<file path="config.mk">
export PLATFORM = sky130hd
export DESIGN_NAME = cycle_counter
export DESIGN_NICKNAME = d
export VERILOG_FILES = /design/src/cycle_counter.sv /design/src/sticky_irq.sv
export SDC_FILE = /design/constraint.sdc
export NUM_CORES = 1
export LEC_CHECK = 0
export ABC_AREA = 1
export BUFFER_PORTS_ARGS = -buffer_cell sky130_fd_sc_hd__buf_2
export CORE_MARGIN = 3
export CORE_UTILIZATION = 52
export DETAILED_ROUTE_END_ITERATION = 16
export HOLD_SLACK_MARGIN = 0.12
export PLACE_DENSITY = 0.75
export SETUP_SLACK_MARGIN = 0.2
export SLEW_MARGIN = 20
export SYNTH_ARGS = -nofsm -noshare
export SYNTH_HDL_FRONTEND = slang
export SYNTH_SLANG_ARGS = --single-unit
</file>
<file path="constraint.sdc">
create_clock -name pclk -period 2 [get_ports pclk]
set_input_delay 0.4 -clock pclk [delete_from_list [all_inputs] [get_ports pclk]]
set_output_delay 0.4 -clock pclk [all_outputs]
set_load 0.1 [all_outputs]
</file>
<file path="src/cycle_counter.sv">
/*
 * Constants package and the event monitor cycle counter: one shared down
 * counter, four per-group limit registers, reload, toggle and pass-through of
 * the count across group switches; limits and mode set over APB, count not readable.
 * Assumes the comparators and the group sequencer run on pclk and give
 * one-cycle request pulses in the seq_req_t bundle.
 */
package cycle_counter_pkg;
    // Register byte offsets
    localparam logic [7:0] LIMIT0_OFF = 8'h00;
    localparam logic [7:0] LIMIT1_OFF = 8'h04;
    localparam logic [7:0] LIMIT2_OFF = 8'h08;
    localparam logic [7:0] LIMIT3_OFF = 8'h0C;
    localparam logic [7:0] MODE_OFF = 8'h10;
    localparam logic [7:0] STATUS_OFF = 8'h14;
    localparam logic [7:0] IRQ_STAT_OFF = 8'h18;
    localparam logic [7:0] IRQ_EN_OFF = 8'h1C;
    localparam logic [7:0] IRQ_CLR_OFF = 8'h20;
    // Widths and counts
    localparam int COUNT_W = 16;
    localparam int NUM_GROUPS = 4;
    localparam int NUM_EVENTS = 2;
    // Reset values
    localparam logic [15:0] LIMIT_RST = 16'h0000;
    localparam logic [7:0] MODE_RST = 8'h00;
    localparam logic [1:0] IRQ_EN_RST = 2'h0;
    // Field positions
    localparam int EV_LIMIT_BIT = 0;
    localparam int EV_TOGGLE_BIT = 1;
    localparam int ST_RUN_BIT = 0;
    localparam int ST_LIMIT_BIT = 1;
    localparam int ST_TOGGLE_BIT = 2;
    localparam int ST_GROUP_LSB = 3;
    // Per-group count action
    typedef enum logic [1:0] {
        COUNT_NONE,
        COUNT_DECREMENT,
        COUNT_TOGGLE
    } count_mode_t;
    // Request bundle from comparators and sequencer
    typedef struct packed {
        logic bus_cycle; // One target bus cycle completed
        logic qualified; // Decrement clause satisfied this cycle
        logic toggle_event; // Toggle-count action fired
        logic group_switch; // Group-switch action fired
        logic [1:0] new_group; // Destination group, 0 is group 1
        logic reload; // Reload-count action fired
        logic [1:0] reload_group; // Group whose limit is loaded
    } seq_req_t;
endpackage : cycle_counter_pkg

`timescale 1ns/1ps

module cycle_counter #(
    parameter int CW = cycle_counter_pkg::COUNT_W // Counter width
) (
    input wire logic pclk, // Bus clock, 40 MHz
    input wire logic presetn, // Asynchronous reset, active low
    input wire logic psel, // APB select
    input wire logic penable, // APB enable
    input wire logic pwrite, // APB direction
    input wire logic [7:0] paddr, // APB byte address
    input wire logic [31:0] pwdata, // APB write data
    output logic [31:0] prdata, // APB read data
    output logic pready, // APB ready
    output logic pslverr, // APB error on unmapped address
    input wire logic run_mode, // Emulation running
    input wire cycle_counter_pkg::seq_req_t seq_req, // Sequencer requests
    output logic count_limit_event, // Count reached zero in run mode
    output logic toggle_state_counting, // Toggle state is counting
    output logic [1:0] current_group, // Active trigger group
    output logic irq // Interrupt, level
);
    import cycle_counter_pkg::*;

    // All block state but the interrupt status bits in one record
    typedef struct packed {
        logic [NUM_GROUPS-1:0][CW-1:0] limit; // Per-group count limits
        logic [7:0] mode; // Two mode bits per group
        logic [CW-1:0] count; // Shared down counter
        logic [1:0] group; // Current group
        logic toggle_on; // Toggle counting state
        logic run_prev; // Run mode one cycle ago
        logic limit_prev; // Limit event one cycle ago
        logic [NUM_EVENTS-1:0] irq_en; // Interrupt enables
        logic [31:0] prdata; // Read data register
    } state_t;

    state_t q; // Registered state
    state_t d; // Next state

    logic run_entry; // First cycle of run mode
    logic count_en; // Counting allowed in this group
    logic count_now; // Decrement this cycle
    logic apb_wr; // APB write access phase
    logic apb_setup; // APB setup phase
    logic addr_ok; // Address is mapped
    logic [NUM_EVENTS-1:0] ev_set; // Event pulses
    logic [NUM_EVENTS-1:0] ev_clr; // Clear pulses
    logic [NUM_EVENTS-1:0] ev_status; // Sticky status
    count_mode_t gmode; // Mode of current group

    assign run_entry = run_mode && !q.run_prev;
    assign apb_setup = psel && !penable;
    assign apb_wr = psel && penable && pwrite;

    // Address decode
    always_comb begin
        if (paddr == LIMIT0_OFF || paddr == LIMIT1_OFF || paddr == LIMIT2_OFF || paddr == LIMIT3_OFF) begin
            addr_ok = 1'b1;
        end else if (paddr == MODE_OFF || paddr == STATUS_OFF || paddr == IRQ_STAT_OFF) begin
            addr_ok = 1'b1;
        end else if (paddr == IRQ_EN_OFF || paddr == IRQ_CLR_OFF) begin
            addr_ok = 1'b1;
        end else begin
            addr_ok = 1'b0;
        end
    end

    // Counting enable from the current group's action
    always_comb begin
        gmode = count_mode_t'(q.mode[2*q.group +: 2]);
        case (gmode)
            COUNT_DECREMENT: count_en = 1'b1;
            COUNT_TOGGLE: count_en = q.toggle_on;
            default: count_en = 1'b0;
        endcase
    end

    // Decrement only on a qualified bus cycle, never below zero
    assign count_now = seq_req.bus_cycle && seq_req.qualified && count_en && (q.count != '0);

    // Next-state logic
    always_comb begin
        d = q;
        d.run_prev = run_mode;
        d.limit_prev = count_limit_event;
        if (run_entry) begin
            // Load group 1 limit, start in group 1, toggle idle
            d.count = q.limit[0];
            d.group = 2'h0;
            d.toggle_on = 1'b0;
        end else if (run_mode) begin
            if (seq_req.toggle_event) begin
                d.toggle_on = !q.toggle_on;
            end
            if (seq_req.group_switch) begin
                d.group = seq_req.new_group;
            end
            if (seq_req.reload) begin
                d.count = q.limit[seq_req.reload_group];
            end else if (count_now) begin
                d.count = q.count - CW'(1);
            end
        end
        // Register writes
        if (apb_wr) begin
            if (paddr == LIMIT0_OFF) begin
                d.limit[0] = pwdata[CW-1:0];
            end else if (paddr == LIMIT1_OFF) begin
                d.limit[1] = pwdata[CW-1:0];
            end else if (paddr == LIMIT2_OFF) begin
                d.limit[2] = pwdata[CW-1:0];
            end else if (paddr == LIMIT3_OFF) begin
                d.limit[3] = pwdata[CW-1:0];
            end else if (paddr == MODE_OFF) begin
                d.mode = pwdata[7:0];
            end else if (paddr == IRQ_EN_OFF) begin
                d.irq_en = pwdata[NUM_EVENTS-1:0];
            end
        end
        // Read data captured in setup; count itself is never mapped
        if (apb_setup) begin
            d.prdata = 32'h0000_0000;
            if (paddr == LIMIT0_OFF) begin
                d.prdata[CW-1:0] = q.limit[0];
            end else if (paddr == LIMIT1_OFF) begin
                d.prdata[CW-1:0] = q.limit[1];
            end else if (paddr == LIMIT2_OFF) begin
                d.prdata[CW-1:0] = q.limit[2];
            end else if (paddr == LIMIT3_OFF) begin
                d.prdata[CW-1:0] = q.limit[3];
            end else if (paddr == MODE_OFF) begin
                d.prdata[7:0] = q.mode;
            end else if (paddr == STATUS_OFF) begin
                d.prdata[ST_RUN_BIT] = run_mode;
                d.prdata[ST_LIMIT_BIT] = count_limit_event;
                d.prdata[ST_TOGGLE_BIT] = q.toggle_on;
                d.prdata[ST_GROUP_LSB +: 2] = q.group;
            end else if (paddr == IRQ_STAT_OFF) begin
                d.prdata[NUM_EVENTS-1:0] = ev_status;
            end else if (paddr == IRQ_EN_OFF) begin
                d.prdata[NUM_EVENTS-1:0] = q.irq_en;
            end
        end
    end

    // State register
    always_ff @(posedge pclk or negedge presetn) begin
        if (!presetn) begin
            q.limit <= {NUM_GROUPS{LIMIT_RST[CW-1:0]}};
            q.mode <= MODE_RST;
            q.count <= '0;
            q.group <= 2'h0;
            q.toggle_on <= 1'b0;
            q.run_prev <= 1'b0;
            q.limit_prev <= 1'b0;
            q.irq_en <= IRQ_EN_RST;
            q.prdata <= 32'h0000_0000;
        end else begin
            q <= d;
        end
    end

    // Limit event holds while the count sits at zero in run mode
    assign count_limit_event = q.run_prev && (q.count == '0);
    assign toggle_state_counting = q.toggle_on;
    assign current_group = q.group;

    // APB answers in the first access cycle
    assign prdata = q.prdata;
    assign pready = psel && penable;
    assign pslverr = psel && penable && !addr_ok;

    // Interrupt events: limit reached, toggle applied
    always_comb begin
        ev_set = '0;
        ev_set[EV_LIMIT_BIT] = count_limit_event && !q.limit_prev;
        ev_set[EV_TOGGLE_BIT] = run_mode && !run_entry && seq_req.toggle_event;
        ev_clr = (apb_wr && paddr == IRQ_CLR_OFF) ? pwdata[NUM_EVENTS-1:0] : '0;
    end

    sticky_irq #(.N(NUM_EVENTS)) u_irq (
        .pclk(pclk),
        .presetn(presetn),
        .set(ev_set),
        .clr(ev_clr),
        .en(q.irq_en),
        .status(ev_status),
        .irq(irq)
    );

    // Assertions
    property p_run_load;
        @(posedge pclk) disable iff (!presetn)
        run_entry |=> (q.count == $past(q.limit[0])) && (q.group == 2'h0);
    endproperty
    a_run_load: assert property (p_run_load) else $error("run entry did not load group 1 limit");

    property p_decrement;
        @(posedge pclk) disable iff (!presetn)
        (run_mode && !run_entry && !seq_req.reload && count_now) |=> (q.count == $past(q.count) - CW'(1));
    endproperty
    a_decrement: assert property (p_decrement) else $error("qualified cycle did not decrement");

    property p_unqualified;
        @(posedge pclk) disable iff (!presetn)
        (run_mode && !run_entry && !seq_req.reload && !(seq_req.bus_cycle && seq_req.qualified)) |=> $stable(q.count);
    endproperty
    a_unqualified: assert property (p_unqualified) else $error("count moved without qualified cycle");

    property p_limit;
        @(posedge pclk) disable iff (!presetn)
        (run_mode && !run_entry && !seq_req.reload && count_now && q.count == CW'(1)) |=> count_limit_event;
    endproperty
    a_limit: assert property (p_limit) else $error("zero count without limit event");

    property p_reload;
        @(posedge pclk) disable iff (!presetn)
        (run_mode && !run_entry && seq_req.reload) |=> (q.count == $past(q.limit[seq_req.reload_group]));
    endproperty
    a_reload: assert property (p_reload) else $error("reload did not copy limit");

    property p_pass_through;
        @(posedge pclk) disable iff (!presetn)
        (run_mode && !run_entry && seq_req.group_switch && !seq_req.reload && !count_now) |=> $stable(q.count);
    endproperty
    a_pass_through: assert property (p_pass_through) else $error("group switch lost the count");

    property p_toggle;
        @(posedge pclk) disable iff (!presetn)
        (run_mode && !run_entry && seq_req.toggle_event) |=> (q.toggle_on != $past(q.toggle_on));
    endproperty
    a_toggle: assert property (p_toggle) else $error("toggle event did not invert state");

    property p_hold_zero;
        @(posedge pclk) disable iff (!presetn)
        (q.run_prev && q.count == '0 && run_mode && !seq_req.reload) |=> (q.count == '0);
    endproperty
    a_hold_zero: assert property (p_hold_zero) else $error("counter left zero without reload");

    property p_frozen;
        @(posedge pclk) disable iff (!presetn)
        !run_mode |=> $stable(q.count) && $stable(q.toggle_on);
    endproperty
    a_frozen: assert property (p_frozen) else $error("counter changed while paused");

    property p_no_action;
        @(posedge pclk) disable iff (!presetn)
        (run_mode && !run_entry && gmode == COUNT_NONE && !seq_req.reload) |=> $stable(q.count);
    endproperty
    a_no_action: assert property (p_no_action) else $error("counted with no count action");

    property p_no_count_read;
        @(posedge pclk) disable iff (!presetn)
        (apb_setup && !pwrite && !addr_ok) |=> (prdata == 32'h0000_0000);
    endproperty
    a_no_count_read: assert property (p_no_count_read) else $error("unmapped read returned data");

    // Covers
    c_limit_hit: cover property (@(posedge pclk) disable iff (!presetn) $rose(count_limit_event));
    c_switch_reload: cover property (@(posedge pclk) disable iff (!presetn) run_mode && seq_req.group_switch && seq_req.reload);
    c_toggle_count: cover property (@(posedge pclk) disable iff (!presetn) count_now && gmode == COUNT_TOGGLE);
endmodule : cycle_counter

</file>
<file path="src/sticky_irq.sv">
/*
 * Sticky interrupt status bits with an enable mask and a write-one-to-clear
 * port, folded into one level interrupt.
 * Assumes set and clear pulses come from logic on the same clock.
 */
`timescale 1ns/1ps

module sticky_irq #(
    parameter int N = 2 // Number of event bits
) (
    input wire logic pclk, // Bus clock
    input wire logic presetn, // Asynchronous reset, active low
    input wire logic [N-1:0] set, // Event pulses, one per bit
    input wire logic [N-1:0] clr, // Clear pulses, one per bit
    input wire logic [N-1:0] en, // Enable mask
    output logic [N-1:0] status, // Sticky status bits
    output logic irq // High while an enabled bit is set
);
    // Status state and its next value
    logic [N-1:0] status_q;
    logic [N-1:0] status_d;

    // A set arriving with its clear wins, so no event is lost
    always_comb begin
        status_d = (status_q & ~clr) | set;
    end

    // Status register
    always_ff @(posedge pclk or negedge presetn) begin
        if (!presetn) begin
            status_q <= '0;
        end else begin
            status_q <= status_d;
        end
    end

    assign status = status_q;
    assign irq = |(status_q & en);

    // Set must win over a simultaneous clear
    property p_set_wins;
        @(posedge pclk) disable iff (!presetn)
        (set[0] && clr[0]) |=> status_q[0];
    endproperty
    a_set_wins: assert property (p_set_wins) else $error("event lost against clear");
endmodule : sticky_irq

</file>
==> reports/qor.yml, run 1 <==
detailed_routing:
  wl_met3_mm: 1.84
  finalWirelength_mm: 19.5
  vias: 6347
  drc: 0
  drt_iter0_markers: 782
  highest_layer: "met4"
  wl_met1_mm: 8.40
  dr.pass1.iters: 7
  postRouteAntennaNets: 0
  dr_wl_met2_mm: 8.62
  wl_per_cell_um: 16.8
  viasPerCell: 5.46
critical_path:
  path_class: "reg -> out"
  r2r-end: "q[39]"
  reg2reg_slack_ns: -0.06
  worstPathArrival_ns: 1.71
  reg2reg_from: "current_group[0]"
  crit_path_max_incr_delay_ns: 0.41
  slowest_stage: "dfrtp_1"
  cp-startpoint: "q[40]"
  crit_chain: "inv_2 -> ha_4 -> nand3_4 -> nor2_4 -> nand3_4 -> clkinvlp_4 -> buf_12"
  crit_family: "flip-flops"
  setup.worst_path.end_class: "output pin"
  cp_common_cell: "nand3_4"
  worst-path-buf-inv: 3
  rr_worst_depth: 12
  cp_max_fo: 2
  crit_path_start_kind: "flip-flop"
  cp.required_ns: 1.60
placement:
  gp_congestion: 0.964
  dp_slack_ns: -0.137
  io_buffers: 61
  dp.cells: 1103
  dpl.hpwl_mm: 12.9
  dpl-instance-area_um2: 7170
global_routing:
  grt_overflow: 0
  grt_pass1_wl_mm: 31.2
  grt_start_max_net_pins: 33
  grt.total_usage: 0.286
  grt_pass1_vias: 5993
  antenna_found_initial: 0
min_path:
  hold_class: "in -> reg"
  hold_start: "seq_req[3]"
  hold_path_depth: 3
  whs_endpoint: "current_group[0]"
outcome:
  failed_checks: "negative setup slack"
  status: "complete, but fails checks"
yosys:
  seq_area_frac_synth: 0.437
  synth_top_area_share: 0.437
  netlist_area_um2: 6470
  synth_top_cell_by_area: "dfrtp_1"
  syn_inst: 879
  synth_area_leaders: "dfrtp_1, nand2_1, o21ai_0"
  synth_seq_cells: 113
  yosys.cell_types.count: 37
  synth_warnings: 0
  avgSynthCellArea_um2: 7.36
power:
  p_per_area_nw_per_um2: 829
  peakVddDrop_mv: 0.683
  leakagePower_nw: 3.98
layout:
  drive_gt1_frac: 0.254
  syn2layout_area_growth_pct: 28.5
  layout.cells.non_filler: 1162
  nets: 1040
  fillerInstances: 972
  n_antenna_cell: 0
  final_area_um2: 8320
floorplan:
  dieWidth_um: 118
  core_area_um2: 12100
  num_rows: 40
  die_h_um: 118
  dieArea_um2: 13800
  start_util: 0.534
  io_pins: 94
clock_tree:
  clkTransAtPathRegs_ns: 0.06
  clock_latency_ns: 0.43
  cts_tree: "done"
  cts_root_buf: "clkbuf_16"
  htreeDepth: 4
  cts.sinks: 113
  clockBufferDepth: 2
  cts_buffers: 17
timing:
  setup_viol: 12
  clock_skew_ns: 0.00777
  finalCriticalPeriod_ns: 2.11
  final_max_slew_viol_count: 0
  setup_tns_ns: -0.398
  finalHoldViolations: 0
  fin_crit_sh: 1.05
  setup_ws_ns: -0.107
  clock.fmax_ghz: 0.475
  rsz0062_at_grt: "true"
run:
  cap_viol_max_count: 0
[final cells by class]
| class | instances | area (µm²) | share of cell area |
|---|---|---|---|
| clock buffer | 18 | 439 | 0.0528 |
| clock inverter | 14 | 156 | 0.0188 |
| inverter | 89 | 354 | 0.0426 |
| multi-input combinational | 625 | 3260 | 0.392 |
| sequential | 113 | 2830 | 0.340 |
| tap | 168 | 210 | 0.0253 |
| timing repair buffer | 135 | 1070 | 0.129 |
[tightest hold or removal path, delay by kind of cell]
family	cells	cell delay, ns
AOI/OAI and AO/OA	1	0.08
buffers and inverters	1	0.08
and+or+nand+nor	1	0.06
[cell usage after synthesis, drive strengths merged]
| cell | count |
|---|---|
| a21oi | 51 |
| xnor2 | 2 |
| a31oi | 1 |
| clkbuf | 14 |
| dfrtp | 113 |
| o21ai | 145 |
| a22o | 1 |
| a32oi | 2 |
| buf | 54 |
| nor2 | 71 |
| xor2 | 8 |
| o211ai | 7 |
| or2 | 1 |
| o22ai | 3 |
| o221ai | 1 |
| nand2 | 256 |
| nand3 | 47 |
| nand4 | 3 |
| clkinv | 1 |
| nor3 | 2 |
| a41oi | 2 |
| ha | 4 |
| inv | 88 |
| conb | 1 |
| a211oi | 1 |
[cells by family after synthesis]
group           Yosys count  share of synthesized area
compound gates          214                      0.178
xor+xnor                 10                     0.0135
fa+ha+maj                 4                    0.00774
buf+inv                 157                      0.117
flops                   113                      0.437
other cells               1                   0.000580
simple gates            380                      0.247
[where the power goes]
| group | switching [mW] | internal (mW) | total [mW] |
|---|---|---|---|
| Sequential | 0.100 | 2.38 | 2.48 |
| Clock | 1.13 | 1.87 | 3.00 |
| Combinational | 0.943 | 0.469 | 1.41 |
| Total | 2.17 | 4.73 | 6.90 |
[cell usage in the layout, fill, tap and decap left out, drive strengths merged]
cell type,instances
conb,16
a31oi,1
o21ai,145
o221ai,1
clkbuf,19
buf,133
clkinvlp,6
nand3,47
ha,4
dfrtp,113
a41oi,2
clkinv,7
a22o,1
a211oi,1
nor2,71
o22ai,3
bufinv,2
o211ai,7
a21oi,51
nor3,2
inv,88
or2,1
dlygate4sd3,1
a32oi,2
nand2,257
xor2,8
xnor2,2
nand4,3
[flip-flops by register name (all words and copies together) (netlist names)]
name                   cells
toggle_state_counting      1
prdata                    16
u_irq.status               2
q                         92
current_group              2
[per-layer routing]
layer  up-vias  GRT usage
li1       3018          -
met4         0      0.116
met2       303      0.423
met1      2964      0.399
met3        62     0.0798
met5         -          0
[how the worst max path moves through the flow]
stage | cells past startpoint | slack (ns) | endpoint
floorplan | 6 | -0.09 | pslverr
global placement | 13 | -0.11 | q[47]
detailed placement | 13 | -0.14 | q[47]
CTS | 7 | -0.09 | count_limit_event
global route | 6 | -0.16 | count_limit_event
finish | 7 | -0.11 | count_limit_event
[stage by stage]
step | power, mW | hold slack, ns | util
floorplan | 3.34 | 0.104 | -
global placement | 3.63 | 0.376 | 0.592
detailed placement | 3.65 | 0.378 | 0.592
CTS | 6.80 | 0.217 | 0.667
global route | 7.15 | 0.247 | 0.687
finish | 6.90 | 0.222 | 0.687
[what timing repair did]
action | in CTS | in global routing
gates resized for setup | 55 | 32
setup endpoints to repair | 18 | 19
hold endpoints to repair | 29 | 0
setup buffers | 12 | 13
cloned | 1 | 0
pin swaps | 18 | 15
hold buffers | 1 | 0
No activity file was read; power rests on OpenSTA's default activity.
==> run 2, diff against run 1 <==
ABC_AREA = unset   (was 1)
==> reports/qor.yml, run 2 <==
outcome:
  status: "complete, but fails checks"
  failed_checks: "negative setup slack"
floorplan:
  io_pins: 94
  start_util: 0.546
  dieArea_um2: 13700
  dieWidth_um: 117
  die_h_um: 117
  core_area_um2: 11700
  num_rows: 39
power:
  power.total_mw: 6.83
  p_per_area_nw_per_um2: 836
  leakagePower_nw: 3.90
  peakVddDrop_mv: 0.666
yosys:
  avgSynthCellArea_um2: 10.6
  synth_top_area_share: 0.443
  netlist_area_um2: 6390
  synthTopCellsByCount: "dfrtp_1, nand2_1, mux2_1, nor2_1, mux2_2"
  synth-edff-count: 0
  ys_async_sr_fraction: 1.00
  yosysMostFrequentCell: "dfrtp_1"
  ys.flop_type: "dfrtp_1"
  syn_inst: 601
  synth_warnings: 0
  seq_area_frac_synth: 0.443
  synth_seq_cells: 113
  synth_area_leaders: "dfrtp_1, mux2_1, mux2_2"
  synth_top_cell_by_area: "dfrtp_1"
  yosys.cell_types.count: 65
critical_path:
  path_class: "reg -> out"
  r2r-end: "q[47]"
  reg2reg_from: "current_group[0]"
  cp_max_fo: 3
  setup.worst_path.end_class: "output pin"
  crit_chain: "buf_6 -> nor4_4 -> nand4_1 -> buf_6 -> nor3_4 -> buf_12"
  slowest_stage: "dfrtp_1"
  cp.required_ns: 1.60
  rr_worst_depth: 7
  crit_end: "count_limit_event"
  cp-startpoint: "q[45]"
  reg2reg_slack_ns: -0.25
  crit_path_max_incr_delay_ns: 0.38
  worstPathArrival_ns: 1.88
  crit_path_start_kind: "flip-flop"
  cp_common_cell: "buf_6"
timing:
  finalCriticalPeriod_ns: 2.28
  finalHoldViolations: 0
  setup_viol: 17
  clock.fmax_ghz: 0.439
  final_max_slew_viol_count: 0
  fin_crit_sh: 1.14
  slew_headroom: 0.657
  whs_ns: 0.243
  setup_ws_ns: -0.279
  worstMarginPinSlew_ns: 0.515
  clock_skew_ns: 0.00912
  rsz0062_at_grt: "true"
global_routing:
  grt_start_max_net_pins: 37
  top_usage_layer: "met2"
  use_met3: 0.0761
  antenna_found_initial: 0
  grt_overflow: 0
  gr-usage-met1: 0.393
  grt_pass1_vias: 5552
  use_met2: 0.465
  grt.total_usage: 0.294
  grt_pass1_wl_mm: 29.8
placement:
  io_buffers: 61
  dpl-instance-area_um2: 7390
  dpl.hpwl_mm: 13.2
  gp_congestion: 0.900
clock_tree:
  htreeDepth: 4
  clkTransAtPathRegs_ns: 0.06
  cts.sinks: 113
  clockBufferDepth: 2
  cts_tree: "done"
  cts_buffers: 17
  clock_latency_ns: 0.42
  cts_root_buf: "clkbuf_16"
layout:
  layout_commonest_cell: "dfrtp_1"
  top_register: "q"
  largest_reg_flops: 92
  nets: 764
  top_regs: "q: 92 flops, prdata: 16 flops"
  final_area_um2: 8160
  final_cell_mix: "dfrtp_1, buf_4, buf_2"
  n_antenna_cell: 0
  syn2layout_area_growth_pct: 27.8
  drive_gt1_frac: 0.391
min_path:
  hold_class: "in -> reg"
  hold_start: "pwdata[9]"
detailed_routing:
  viasPerCell: 6.40
  postRouteAntennaNets: 0
  drc: 0
  finalWirelength_mm: 19.1
  wl_per_cell_um: 22.2
  vias: 5510
  dr.pass1.iters: 6
  drt_iter0_markers: 671
run:
  cap_viol_max_count: 0
==> run 2: layout make-up <==
type	instances	area [µm²]
Clock buffer	17	425
Tap cell	143	179
Multi-Input combinational cell	414	3430
Timing Repair Buffer	141	1050
Sequential cell	113	2830
Inverter	18	67.6
Clock inverter	15	183
Fill cell	826	3550
==> run 2: worst min path at each step <==
stage	to	cells past startpoint
6_report	q[88]	2
5_1_grt	q[88]	2
4_1_cts	q[88]	2
3_5_place_dp	q[39]	1
3_3_place_gp	current_group[1]	1
2_1_floorplan	current_group[0]	0
==> run 2: cells by family (layout without fill, tap and decap cells) <==
kind of cell | Yosys count | after routing | synth area share
and+or+nand+nor | 159 | 159 | 0.124
adders and majority gates | 4 | 4 | 0.00783
buffers and inverters | 89 | 191 | 0.0758
AOI/OAI and AO/OA | 131 | 131 | 0.143
muxes | 100 | 100 | 0.201
DFF | 113 | 113 | 0.443
other | 1 | 16 | 0.000587
xor gates and xnor gates | 4 | 4 | 0.00548
==> run 2: repair_timing <==
action,4_1_cts,5_1_grt
hold buffers,1,0
setup endpoints to repair,21,21
pin swaps,7,4
setup buffers,4,0
gates resized for setup,25,7
endpoints found under the hold margin,33,0
==> run 2: routing by layer <==
metal | share of wire | up-vias | routed length, µm
li1 | - | 2385 | -
met1 | 0.41 | 2744 | 7840
met2 | 0.48 | 324 | 9130
met3 | 0.083 | 57 | 1590
met4 | 0.030 | 0 | 575
met5 | 0 | - | 0
==> run 2: through the flow <==
step	setup WS (ns)	instances	TNS (ns)	util
final	-0.279	861	-3.45	0.697
after CTS	-0.341	861	-4.13	0.695
after floorplan	-0.213	616	-3.05	-
after global routing	-0.357	861	-4.82	0.697
after detailed placement	-0.287	824	-4.12	0.631
after global placement	-0.214	824	-2.81	0.631
==> run 2: report_power, final <==
part	internal [mW]	switching, mW	leakage (nW)	total, mW
clock network	1.97	1.16	0.298	3.13
registers	2.38	0.0914	1.54	2.47
logic	0.457	0.773	2.06	1.23
total	4.80	2.02	3.90	6.83
==> run 2: critical path, delay by kind of cell (launching register included) <==
| kind | cells | cell delay [ns] |
|---|---|---|
| buf+inv | 3 | 0.50 |
| flops | 1 | 0.38 |
| simple gates | 3 | 0.57 |
